===== src/bsd_pkg.sv =====
// Package: descriptor field layout, register map and shared types
package bsd_pkg;
  // Register word width on the plain register port
  localparam int unsigned RegW = 32;
  // Register byte offsets (byte address = 4 * register index)
  localparam logic [7:0] OffDw0 = 8'h00;
  localparam logic [7:0] OffDw1 = 8'h04;
  localparam logic [7:0] OffDw2 = 8'h08;
  localparam logic [7:0] OffCtrl = 8'h0c;
  localparam logic [7:0] OffTok = 8'h10;
  localparam logic [7:0] OffStat = 8'h14;
  // Field positions in the 96-bit descriptor (DW2:DW1:DW0)
  localparam int unsigned ValidBit = 0;
  localparam int unsigned BytesLo = 3;
  localparam int unsigned BytesHi = 17;
  localparam int unsigned MpsLo = 18;
  localparam int unsigned MpsHi = 28;
  localparam int unsigned EpLsb = 31;
  localparam int unsigned EpHiLo = 32;
  localparam int unsigned EpHiHi = 34;
  localparam int unsigned DevLo = 35;
  localparam int unsigned DevHi = 41;
  localparam int unsigned PidLo = 42;
  localparam int unsigned PidHi = 43;
  localparam int unsigned KindLo = 44;
  localparam int unsigned KindHi = 45;
  localparam int unsigned SplitBit = 46;
  localparam int unsigned SpeedLo = 48;
  localparam int unsigned SpeedHi = 49;
  localparam int unsigned PortLo = 50;
  localparam int unsigned PortHi = 56;
  localparam int unsigned HubLo = 57;
  localparam int unsigned HubHi = 63;
  localparam int unsigned OffsLo = 72;
  localparam int unsigned OffsHi = 87;
  localparam int unsigned ReloadLo = 89;
  localparam int unsigned ReloadHi = 92;
  // Processor window base and word size of the payload memory
  localparam logic [17:0] MemBase = 18'h00400;
  localparam int unsigned MemWordBytes = 8;
  // Full-speed packet size ceiling
  localparam logic [10:0] FsMaxPacket = 11'h040;
  // Encodings
  localparam logic [1:0] KindControl = 2'h0;
  localparam logic [1:0] KindBulk = 2'h2;
  localparam logic [1:0] SpeedLow = 2'h2;
  localparam logic [1:0] SpeedFull = 2'h0;
  // Token codes
  typedef enum logic [1:0] {
    PidOut = 2'h0,
    PidIn = 2'h1,
    PidSetup = 2'h2,
    PidBad = 2'h3
  } bsd_pid_t;
  // Handshake outcomes reported by the transaction engine
  typedef enum logic [1:0] {
    ResNone = 2'h0,
    ResAck = 2'h1,
    ResNak = 2'h2,
    ResFatal = 2'h3
  } bsd_res_t;
  // Decoded descriptor fields
  typedef struct packed {
    logic [6:0] hubAddr;
    logic [6:0] hubPortIndex;
    logic [1:0] splitSpeedCode;
    logic split;
    logic lowSpeed;
    logic [1:0] endpointKind;
    logic kindOk;
    bsd_pid_t pid;
    logic [6:0] devAddr;
    logic [3:0] endpointNumber;
    logic [10:0] maxPacketSize;
    logic mpsOk;
    logic [14:0] transferByteTotal;
    logic [15:0] payloadBufferOffset;
    logic [3:0] reloadCount;
  } bsd_dec_t;
  // Register port request
  typedef struct packed {
    logic [7:0] addr;
    logic [RegW-1:0] wdata;
    logic wr;
    logic rd;
  } bsd_req_t;
endpackage


===== src/bsd_addr_conv.sv =====
// Processor byte address to payload memory word address converter
`timescale 1ns/1ps
`default_nettype none
module bsd_addr_conv (
  input wire logic [17:0] cpuAddr,
  output logic [15:0] wordAddr,
  output logic inWindow
);
  logic [17:0] rel;
  // byte to word
  // Subtract window base, then divide by the word size
  always_comb begin
    rel = cpuAddr - bsd_pkg::MemBase;
    // Top bit stays zero: an 18-bit byte span holds only 15 bits of words
    wordAddr = {1'b0, rel[17:3]};
    inWindow = (cpuAddr >= bsd_pkg::MemBase);
  end
endmodule
`default_nettype wire


===== src/bsd_field_decode.sv =====
// Pure field decoder for the lower three descriptor words
`timescale 1ns/1ps
`default_nettype none
module bsd_field_decode (
  input wire logic [95:0] desc,
  output var bsd_pkg::bsd_dec_t dec
);
  // Reserved bits are never looked at
  always_comb begin
    dec = '0;
    // split select
    dec.split = desc[bsd_pkg::SplitBit];
    // hub routing fields
    // ignored without split
    if (dec.split) begin
      dec.hubAddr = desc[bsd_pkg::HubHi:bsd_pkg::HubLo];
      dec.hubPortIndex = desc[bsd_pkg::PortHi:bsd_pkg::PortLo];
      // speed code
      dec.splitSpeedCode = desc[bsd_pkg::SpeedHi:bsd_pkg::SpeedLo];
      dec.lowSpeed = (dec.splitSpeedCode == bsd_pkg::SpeedLow);
    end
    // endpoint kind
    dec.endpointKind = desc[bsd_pkg::KindHi:bsd_pkg::KindLo];
    dec.kindOk = (dec.endpointKind == bsd_pkg::KindControl) ||
                 (dec.endpointKind == bsd_pkg::KindBulk);
    // token pid
    dec.pid = bsd_pkg::bsd_pid_t'(desc[bsd_pkg::PidHi:bsd_pkg::PidLo]);
    // device and endpoint
    dec.devAddr = desc[bsd_pkg::DevHi:bsd_pkg::DevLo];
    dec.endpointNumber = {desc[bsd_pkg::EpHiHi:bsd_pkg::EpHiLo], desc[bsd_pkg::EpLsb]};
    // packet size limit
    dec.maxPacketSize = desc[bsd_pkg::MpsHi:bsd_pkg::MpsLo];
    dec.mpsOk = !(dec.split && !dec.lowSpeed) || (dec.maxPacketSize <= bsd_pkg::FsMaxPacket);
    // byte total
    dec.transferByteTotal = desc[bsd_pkg::BytesHi:bsd_pkg::BytesLo];
    // word offset
    dec.payloadBufferOffset = desc[bsd_pkg::OffsHi:bsd_pkg::OffsLo];
    dec.reloadCount = desc[bsd_pkg::ReloadHi:bsd_pkg::ReloadLo];
  end
endmodule
`default_nettype wire


===== src/bsd_descriptor.sv =====
// Descriptor holder, decoder and retire logic for bulk/control splits
//
// Function
// Zero reload count disables NAK retirement
// Software loads reload and NAK count equal
// Software zeroes reload for split transactions
// Buffer offset is memory word address
// Hub address and port from fixed bits
// Split bit selects translator transaction
// Endpoint kind: control or bulk
// Token PID: OUT, IN, SETUP
// Device address and split endpoint number
// Max packet size, full-speed at most 64
// Byte total bounds payload depth
// Valid cleared on completion or fatal error
// Speed code selects low or full speed
// NAK count reaching zero clears valid
// Hub fields ignored without split
// Reserved bits ignored and preserved
//
// Added by the designer: the address map and strobed register access.
`timescale 1ns/1ps
`default_nettype none
module bsd_descriptor #(
  parameter int unsigned NakW = 4
) (
  input wire logic clk,
  input wire logic sys_rst,
  input wire logic clkEn,
  input wire logic [7:0] regAddr,
  input wire logic [31:0] regWdata,
  input wire logic regWr,
  input wire logic regRd,
  output logic [31:0] regRdata,
  input wire logic [1:0] txnResult,
  input wire logic txnLast,
  output logic descValid,
  output logic txnGo,
  output logic [1:0] tokenPid,
  output logic splitMode,
  output logic lowSpeed,
  output logic [6:0] hubAddr,
  output logic [6:0] hubPortIndex,
  output logic [6:0] devAddr,
  output logic [3:0] endpointNumber,
  output logic [10:0] maxPacketSize,
  output logic [14:0] transferByteTotal,
  output logic [15:0] payloadBufferOffset
);
  ////////////////////////////////////////////////////////////////////
  // Elaboration check: counter width must match the 4-bit field
  if (NakW != 4) begin : g_bad_nak
    $error("NakW must be 4");
  end

  // Engine states, Gray coded along idle-run-retire
  typedef enum logic [1:0] {
    StIdle = 2'h0,
    StRun = 2'h1,
    StDone = 2'h3
  } bsd_st_t;

  // Whole module state in one struct
  typedef struct packed {
    logic [95:0] desc;
    logic [NakW-1:0] nakCount;
    bsd_st_t st;
    logic [31:0] rdata;
    logic fatal;
    logic nakExpired;
    logic txnGo;
    logic [1:0] pid;
    logic split;
    logic low;
    logic [6:0] hub;
    logic [6:0] port;
    logic [6:0] dev;
    logic [3:0] ep;
    logic [10:0] mps;
    logic [14:0] bytes;
    logic [15:0] offs;
  } bsd_state_t;

  bsd_state_t s_q;
  bsd_state_t s_d;
  bsd_pkg::bsd_dec_t dec;
  logic [15:0] convWord;
  logic convIn;

  ////////////////////////////////////////////////////////////////////
  // Field decoder on the stored descriptor
  bsd_field_decode u_dec (
    .desc(s_q.desc),
    .dec(dec)
  );

  // Helper converter so software can translate a processor address
  bsd_addr_conv u_conv (
    .cpuAddr(s_q.desc[bsd_pkg::OffsHi+2:bsd_pkg::OffsLo]),
    .wordAddr(convWord),
    .inWindow(convIn)
  );

  // Descriptor is runnable only with a legal kind, token and size
  logic legal;
  assign legal = dec.kindOk && (dec.pid != bsd_pkg::PidBad) && dec.mpsOk;

  ////////////////////////////////////////////////////////////////////
  // Next-state logic
  always_comb begin
    s_d = s_q;
    s_d.txnGo = 1'b0;
    s_d.rdata = '0;
    // Register writes; unmapped offsets are ignored
    if (regWr) begin
      case (regAddr)
        bsd_pkg::OffDw0: s_d.desc[31:0] = regWdata;
        bsd_pkg::OffDw1: s_d.desc[63:32] = regWdata;
        // Reload and NAK counter load together from the same field
        bsd_pkg::OffDw2: begin
          s_d.desc[95:64] = regWdata;
          s_d.nakCount = regWdata[28:25];
        end
        bsd_pkg::OffCtrl: begin
          s_d.nakCount = regWdata[NakW-1:0];
          s_d.fatal = 1'b0;
          s_d.nakExpired = 1'b0;
        end
        default: begin
        end
      endcase
    end
    // Register reads, data appear one cycle later
    if (regRd) begin
      case (regAddr)
        bsd_pkg::OffDw0: s_d.rdata = s_q.desc[31:0];
        bsd_pkg::OffDw1: s_d.rdata = s_q.desc[63:32];
        bsd_pkg::OffDw2: s_d.rdata = s_q.desc[95:64];
        bsd_pkg::OffCtrl: s_d.rdata = {28'h0000000, s_q.nakCount};
        bsd_pkg::OffTok: s_d.rdata = {15'h0000, convIn, convWord};
        bsd_pkg::OffStat: s_d.rdata = {26'h0000000, legal, s_q.nakExpired, s_q.fatal,
                                       s_q.st, s_q.desc[bsd_pkg::ValidBit]};
        default: s_d.rdata = '0;
      endcase
    end
    // Engine sequencing
    case (s_q.st)
      StIdle: begin
        if (s_q.desc[bsd_pkg::ValidBit]) begin
          if (legal) begin
            s_d.st = StRun;
            s_d.txnGo = 1'b1;
            s_d.pid = dec.pid;
            s_d.split = dec.split;
            s_d.low = dec.lowSpeed;
            s_d.hub = dec.hubAddr;
            s_d.port = dec.hubPortIndex;
            s_d.dev = dec.devAddr;
            s_d.ep = dec.endpointNumber;
            s_d.mps = dec.maxPacketSize;
            s_d.bytes = dec.transferByteTotal;
            s_d.offs = dec.payloadBufferOffset;
          end else begin
            // illegal is fatal
            s_d.desc[bsd_pkg::ValidBit] = 1'b0;
            s_d.fatal = 1'b1;
          end
        end
      end
      StRun: begin
        case (txnResult)
          // clear on completion
          bsd_pkg::ResAck: if (txnLast) s_d.st = StDone;
          bsd_pkg::ResFatal: begin
            s_d.desc[bsd_pkg::ValidBit] = 1'b0;
            s_d.fatal = 1'b1;
            s_d.st = StIdle;
          end
          bsd_pkg::ResNak: begin
            // zero reload ignores NAKs
            if (dec.reloadCount != 4'h0) begin
              // expiry retires descriptor
              if (s_q.nakCount <= 4'h1) begin
                s_d.nakCount = '0;
                s_d.desc[bsd_pkg::ValidBit] = 1'b0;
                s_d.nakExpired = 1'b1;
                s_d.st = StIdle;
              end else begin
                s_d.nakCount = s_q.nakCount - 4'h1;
              end
            end
          end
          default: begin
          end
        endcase
      end
      StDone: begin
        // only the valid bit is rewritten
        s_d.desc[bsd_pkg::ValidBit] = 1'b0;
        s_d.st = StIdle;
      end
      default: s_d.st = StIdle;
    endcase
  end

  ////////////////////////////////////////////////////////////////////
  // State register with synchronous reset and clock enable
  always_ff @(posedge clk) begin
    if (sys_rst) begin
      s_q <= '0;
    end else if (clkEn) begin
      s_q <= s_d;
    end
  end

  // Outputs straight from flip-flops
  assign regRdata = s_q.rdata;
  assign descValid = s_q.desc[bsd_pkg::ValidBit];
  assign txnGo = s_q.txnGo;
  assign tokenPid = s_q.pid;
  assign splitMode = s_q.split;
  assign lowSpeed = s_q.low;
  assign hubAddr = s_q.hub;
  assign hubPortIndex = s_q.port;
  assign devAddr = s_q.dev;
  assign endpointNumber = s_q.ep;
  assign maxPacketSize = s_q.mps;
  assign transferByteTotal = s_q.bytes;
  assign payloadBufferOffset = s_q.offs;

  ////////////////////////////////////////////////////////////////////
  // Checks
  property p_zero_reload;
    @(posedge clk) disable iff (sys_rst)
      (clkEn && s_q.st == StRun && txnResult == bsd_pkg::ResNak && dec.reloadCount == 4'h0)
      |=> (s_q.nakCount == $past(s_q.nakCount));
  endproperty
  a_zero_reload: assert property (p_zero_reload) else $error("NAK counted with zero reload");

  property p_nak_expire;
    @(posedge clk) disable iff (sys_rst)
      (clkEn && s_q.st == StRun && txnResult == bsd_pkg::ResNak && dec.reloadCount != 4'h0
       && s_q.nakCount == 4'h1) |=> !descValid;
  endproperty
  a_nak_expire: assert property (p_nak_expire) else $error("Valid kept after NAK expiry");

  property p_fatal_clear;
    @(posedge clk) disable iff (sys_rst)
      (clkEn && s_q.st == StRun && txnResult == bsd_pkg::ResFatal) |=> !descValid && s_q.fatal;
  endproperty
  a_fatal_clear: assert property (p_fatal_clear) else $error("Valid kept after fatal");

  property p_done_clear;
    @(posedge clk) disable iff (sys_rst)
      (clkEn && s_q.st == StRun && txnResult == bsd_pkg::ResAck && txnLast) |=> ##1 !descValid;
  endproperty
  a_done_clear: assert property (p_done_clear) else $error("Valid kept after completion");

  property p_split_hub;
    @(posedge clk) disable iff (sys_rst)
      txnGo |-> (splitMode ? (hubAddr == s_q.desc[bsd_pkg::HubHi:bsd_pkg::HubLo])
                           : (hubAddr == 7'h00));
  endproperty
  a_split_hub: assert property (p_split_hub) else $error("Hub address wrong");

  property p_nosplit_low;
    @(posedge clk) disable iff (sys_rst)
      (txnGo && !splitMode) |-> !lowSpeed && hubPortIndex == 7'h00;
  endproperty
  a_nosplit_low: assert property (p_nosplit_low) else $error("Split fields leaked");

  property p_token;
    @(posedge clk) disable iff (sys_rst)
      txnGo |-> tokenPid == s_q.desc[bsd_pkg::PidHi:bsd_pkg::PidLo] && tokenPid != 2'h3;
  endproperty
  a_token: assert property (p_token) else $error("Token mismatch");

  property p_endpoint;
    @(posedge clk) disable iff (sys_rst)
      txnGo |-> endpointNumber == {s_q.desc[34:32], s_q.desc[31]} && devAddr == s_q.desc[41:35];
  endproperty
  a_endpoint: assert property (p_endpoint) else $error("Endpoint or device wrong");

  property p_fs_mps;
    @(posedge clk) disable iff (sys_rst)
      (txnGo && splitMode && !lowSpeed) |-> maxPacketSize <= 11'h040;
  endproperty
  a_fs_mps: assert property (p_fs_mps) else $error("Full-speed packet too large");

  property p_bytes;
    @(posedge clk) disable iff (sys_rst)
      txnGo |-> transferByteTotal == s_q.desc[bsd_pkg::BytesHi:bsd_pkg::BytesLo];
  endproperty
  a_bytes: assert property (p_bytes) else $error("Byte total wrong");

  property p_offset;
    @(posedge clk) disable iff (sys_rst)
      txnGo |-> payloadBufferOffset == s_q.desc[bsd_pkg::OffsHi:bsd_pkg::OffsLo];
  endproperty
  a_offset: assert property (p_offset) else $error("Buffer offset wrong");

  property p_split_sel;
    @(posedge clk) disable iff (sys_rst)
      txnGo |-> splitMode == s_q.desc[bsd_pkg::SplitBit];
  endproperty
  a_split_sel: assert property (p_split_sel) else $error("Split select wrong");

  property p_speed;
    @(posedge clk) disable iff (sys_rst)
      (txnGo && splitMode) |->
        lowSpeed == (s_q.desc[bsd_pkg::SpeedHi:bsd_pkg::SpeedLo] == bsd_pkg::SpeedLow);
  endproperty
  a_speed: assert property (p_speed) else $error("Speed code decoded wrong");
endmodule
`default_nettype wire


===== config.mk =====
export PLATFORM = sky130hd
export DESIGN_NAME = bsd_descriptor
export DESIGN_NICKNAME = d
export VERILOG_FILES = /design/src/bsd_pkg.sv /design/src/bsd_addr_conv.sv /design/src/bsd_field_decode.sv /design/src/bsd_descriptor.sv
export SDC_FILE = /design/constraint.sdc
export NUM_CORES = 1
export LEC_CHECK = 0
export CORE_AREA = 2 2 170 172
export DETAILED_ROUTE_END_ITERATION = 8
export DIE_AREA = 0 0 172 174
export DONT_BUFFER_PORTS = 1
export PLACE_DENSITY = 0.54
export RECOVER_POWER = 100
export REMOVE_ABC_BUFFERS = 1
export SYNTH_ARGS = -nofsm -noshare
export SYNTH_HDL_FRONTEND = slang
export SYNTH_SLANG_ARGS = --single-unit

===== constraint.sdc =====
create_clock -name clk -period 6.95 [get_ports clk]
set_input_delay 1.0425 -clock clk [delete_from_list [all_inputs] [get_ports clk]]
set_output_delay 1.0425 -clock clk [all_outputs]
set_load 0.005 [all_outputs]

# --- Word level (Yosys, flattened, before mapping) ---
# Index checks and enable logic that the tools add are counted.
totals:
  reg_bits: 208
  in_bits: 48
  word_cells: 95
  output_inout_bits: 105
op_classes:
  n_eq_ne: 19
  magnitude_cmp: 3
  n_addsub: 2
  mux: 35
  reduce_logical: 16
op_table:
  columns: ["operator", "n"]
  rows:
  - ["$mux 72", 3]
  - ["$pmux 32 s6", 1]
  - ["$mux 32", 1]
  - ["$ge 18x11->1 const B", 1]
  - ["$sub 18x11->18 const B", 1]
  - ["$eq 8x4->1 const B", 2]
  - ["$eq 8x5->1 const B", 2]
  - ["$mux 16", 1]
  - ["$mux 1", 12]
  - ["$mux 2", 6]
  - ["$mux 4", 3]
  - ["$le 11x7->1 const B", 1]
  - ["$eq 2x2->1 const B", 5]
  - ["$ne 3x3->1 const B", 3]
  - ["$reduce_and 3->1", 3]
  - ["$eq 8x3->1 const B", 1]
  - ["$logic_not 8->1", 1]
  - ["$pmux 4 s2", 1]
  - ["$mux 7", 1]
  - ["$reduce_and 7->1", 1]
  - ["$ne 2x2->1 const B", 3]
  - ["$pmux 2 s3", 1]
  - ["$mux 5", 1]
  - ["$eq 2x1->1 const B", 2]
  - ["other kinds (12)", 18]

# --- Longest topological paths before layout ---
logic_depth:
  ltp_word: 10
  mapped_depth: 9
  ltp_nobuf: 7

# --- Cells and area by module ---
# Synthesis repeated with hierarchy kept, for this count alone.
unflattened:
  cells_unflattened: 1299
  hier_area_um2: 9995.8
by_module_without_submodules:
  columns: ["module", "cells_per_inst", "instances", "seq_area_each_um2", "area_each_um2"]
  rows:
  - ["bsd_descriptor", 1179, 1, 4164.0, 9147.5]
  - ["bsd_field_decode", 86, 1, 0.0, 621.8]
  - ["bsd_addr_conv", 34, 1, 0.0, 226.5]

# --- Worst setup path before layout ---
# Ideal clock, no wire load.
synth_path:
  path_type: "input port to flip-flop"
  start: "input regAddr[5]"
  end: "register s_q[114] (netlist name)"
  slack_ns: 3.975
  t_arrival_ns: 2.843
  t_required_ns: 6.818
  setup_time_ns: 0.132
  stages: 8
  path_cell_list: "or4_4 > or3_1 > buf_2 > or4_1 > buf_2 > buf_6 > nand2_1 > a21oi_1"
synth_via:
  elab_chain_len: 2
synth_lines:
  columns: ["item", "line_no", "text"]
  rows:
  - ["start, declared", "bsd_descriptor.sv:30", "input wire logic [7:0] regAddr,"]
  - ["$logic_not 8->1", "bsd_descriptor.sv:116", "case (regAddr)"]
  - ["$reduce_and 3->1 (no line)", null, null]
  - ["end signal, assigned", "bsd_descriptor.sv:210", "s_q <= '0;"]
  - ["end signal, assigned", "bsd_descriptor.sv:212", "s_q <= s_d;"]
  - ["end, declared", "bsd_descriptor.sv:84", "bsd_state_t s_q;"]
# Every way passes these cells.
# A chain may end at the register's enable or synchronous reset.

# --- Final worst setup path ---
layout_path:
  start: "register s_q[133] (netlist name)"
  end: "register s_q (netlist bit hubAddr[0])"
layout_via:
  elab_chain_len: 4
layout_lines:
  columns: ["item", "line_no", "text"]
  rows:
  - ["$le 11x7->1", "bsd_field_decode.sv:33", "dec.mpsOk = !(dec.split && !dec.lowSpeed) || (dec.maxPacketSize <= bsd_pkg::FsMaxPacket);"]
  - ["$logic_or 1x1->1", "bsd_field_decode.sv:33", null]
  - ["$logic_and 1x1->1", "bsd_descriptor.sv:106", "assign legal = dec.kindOk && (dec.pid != bsd_pkg::PidBad) && dec.mpsOk;"]
  - ["$reduce_and 4->1 (no line)", null, null]
# Every way passes these cells.

==> results.py <==
metrics = {
    "placed_design": {
        "place_worst_setup_slack_ns": 3.38,
        "placement.io_buffers": 0,
        "dp.final_hpwl_um": 19000,
        "finalWeightedCongestion": 0.783,
    },
    "job": {
        "max_cap_violations": 3,
    },
    "global_route": {
        "globalRouteTotalUtil_pct": 19.7,
        "number_of_antenna_violations_at_the_first_check_in_global_routing": 0,
        "maximum_number_of_pins_on_one_net_before_global_route_repair": 202,
        "overflow": 0,
        "grt_pass1_wl_um": 46500,
        "grt_pass1_vias": 7620,
    },
    "die": {
        "fp-row-count": 62,
        "die_y_um": 174,
        "die_width_um": 172,
        "die-area_um2": 29900,
        "floorplan.initialDensity_pct": 34.4,
        "core_um2": 28200,
        "pin_count": 153,
    },
    "synth": {
        "synth_top_cell_area_share_pct": 42.9,
        "yosys-top-cells-area": "dfxtp_1 (43%), a21oi_1 (10%), nand2_1 (8.8%)",
        "synth.most_common_cell": "nand2_1",
        "synth-warning-count": 0,
        "yosysSeqAreaShare_pct": 42.9,
        "asyncSetResetFlopFracSynth_pct": 0,
        "synth_top_cell_by_area": "dfxtp_1",
        "synth_ff_type": "dfxtp_1",
        "synthesis.area_per_instance_um2": 7.89,
        "synth-edff-count": 0,
        "synth_cell_type_count": 59,
        "synth_area_um2": 9710,
        "top_cells_by_instance_count_after_synthesis": "nand2_1 (227), dfxtp_1 (208), a21oi_1 (195)",
        "synth.ff_latch_count": 208,
        "syn-instance-count": 1230,
    },
    "critical_path": {
        "timing.critical_path.to_type": "flip-flop",
        "slowest_delay_ns": 2.30,
        "timing.critical_path.cells": "or4_1 -> nor3_1 -> o211a_2 -> clkbuf_1 -> nand4_1 -> a21oi_1",
        "r2r.worst_path.cells": 6,
        "critPathBufInv": 1,
        "cpLargestDelayFamily": "buffers and inverters",
        "worstSetupStartpointType": "flip-flop",
        "worstPathMaxFanout": 72,
        "critPathArrivalTime_ns": 4.99,
        "worstSetupPathDepth": 6,
        "criticalPathCategory": "reg -> reg",
        "cp.required_ns": 7.39,
        "critical_path.slowest_cell": "clkbuf_1",
    },
    "cts": {
        "clk_pin_slew_worst_paths_ns": 0.06,
        "post_cts_resized": 0,
        "clock-root-buffer": "clkbuf_16",
        "cts_setup_buffers": 0,
        "cts_sinks": 208,
        "cts.hold.buffers_added": 0,
        "cts_inserted_buffers": 24,
        "clock_latency_ns": 0.52,
        "clk_path_buf_depth": 3,
        "tritoncts": "yes",
        "htree_levels": 1,
    },
    "route": {
        "drc_errors": 0,
        "initialDrtViolationCount": 619,
        "vias_per_cell": 5.39,
        "wl_met2_um": 13500,
        "m1WireLength_um": 13300,
        "routed.top_layer": "met4",
        "met3WireLength_um": 2790,
        "antenna_violating_nets_remaining": 0,
        "route.vias.total": 7901,
        "drt_wl_total_um": 30100,
        "wl_per_cell_um": 20.5,
        "drt-pass1-iter-count": 5,
    },
    "status": {
        "outcome": "complete, but fails checks",
        "failing_checks": "capacitance limit, slew limit",
    },
    "timing": {
        "rsz0062_at_grt": "no",
        "fin_setup_tns_ns": 0,
        "finalSetupViolCount": 0,
        "tightestPinTransition_ns": 3.28,
        "maxSlewHeadroom_pct": -119,
        "drv_slew": 122,
        "clock_skew_ns": 0.00816,
        "fin_ws_ns": 2.40,
        "timing_hold_violations_final": 0,
        "achievable-frequency_mhz": 220,
        "layout_worst_path_cycle_share_pct": 65.5,
        "period_minus_slack_ns": 4.55,
    },
    "power": {
        "power.ir.vdd_worst_mv": 0.157,
        "p_leak_uw": 0.00319,
        "areal_power_density_over_the_cells_nw_per_um2": 258,
    },
    "layout": {
        "insertedDiodeCount": 0,
        "nNetsFinal": 1118,
        "flow.area_growth_from_synthesis_pct": 1.96,
        "drive_gt1_share_pct": 5.45,
    },
    "hold_path": {
        "timing.hold.worst.class": "reg -> reg",
        "worstHoldPathCells": 2,
    },
}
==> where the power goes <==
part | total [uW] | switching, uW | internal [uW]
sequential | 1200 | 2.37 | 1190
combinational | 50.8 | 33.1 | 17.7
clock | 1310 | 510 | 800
==> final timing paths <==
check,from,end,slack (ns)
max,s_q[133],hubAddr[0],2.40
min,s_q[179],s_q[179],0.45
max reg2reg,s_q[133],hubAddr[0],2.40
min reg2reg,s_q[179],s_q[179],0.45
==> cells by family (layout without fill, tap and decap cells) <==
logic type | count (synthesis) | count (layout) | synth area share (%)
AO/OA/AOI/OAI | 343 | 343 | 19.3
XOR/XNOR | 6 | 6 | 0.542
adder cells (fa/ha/maj) | 4 | 4 | 0.516
buffers and inverters | 214 | 66 | 12.7
flip-flops | 208 | 208 | 42.9
multiplexers | 42 | 42 | 4.87
AND/OR/NAND/NOR | 413 | 413 | 19.2
==> registers in the layout (all words and copies together), names as in the netlist <==
name and flops:
tokenPid 2, devAddr 7, regRdata 32, txnGo 1, descValid 1, transferByteTotal 15, maxPacketSize 11, payloadBufferOffset 16
s_q 103, endpointNumber 4, hubAddr 7, splitMode 1, hubPortIndex 7, lowSpeed 1
==> placed cells by master (no fill, tap or decap), types with 4 or more instances in the layout <==
| cell | n |
|---|---|
| nand2b_1 | 7 |
| nor2b_1 | 23 |
| o32ai_1 | 4 |
| or4_1 | 6 |
| a22oi_1 | 4 |
| nand4_1 | 17 |
| a21oi_1 | 196 |
| or3_1 | 4 |
| nor3_1 | 11 |
| clkbuf_16 | 25 |
| clkbuf_8 | 7 |
| o21ai_1 | 48 |
| mux2i_1 | 36 |
| clkinv_2 | 5 |
| nand3_1 | 60 |
| dfxtp_1 | 208 |
| nor2_1 | 40 |
| a22o_1 | 6 |
| o21ai_0 | 53 |
| nor4_1 | 5 |
| mux4_2 | 4 |
| a211oi_1 | 6 |
| buf_4 | 8 |
| clkbuf_1 | 6 |
| inv_1 | 12 |
| nand2_1 | 227 |
| ha_1 | 4 |
==> metrics by stage <==
stage / total power, uW / instance area [um^2] / std cells / util [%] / hold slack (ns)
2_1_floorplan: 1260 / 8520 / 1028 / - / 0.423
3_3_place_gp: 1270 / 9130 / 1424 / 32.3 / 0.437
3_5_place_dp: 1270 / 9130 / 1424 / 32.3 / 0.443
4_1_cts: 2580 / 9950 / 1466 / 35.3 / 0.452
5_1_grt: 2630 / 9900 / 1466 / 35.0 / 0.470
6_report: 2560 / 9900 / 1466 / 35.0 / 0.454
==> worst min-delay path, cell delays in order, from the launching register on <==
cell and delay, ns:
dfxtp_1 0.31, nand2_1 0.05, a21oi_1 0.05
==> layer usage <==
metal	vias to the layer above	track usage, %
li1	3817	-
met1	3750	27.6
met2	300	30.6
met3	34	5.31
met4	0	3.68
met5	-	0
==> cell type report <==
cell class                 instances  area, um^2
fill                            2992       18300
multi-input combinational        808        4310
sequential                       208        4160
clock buffer                      34         729
tap                              384         480
clock inverter                     8        92.6
timing repair buffer              12        75.1
inverter                          12        45.0
No activity file was read; power rests on OpenSTA's default activity.
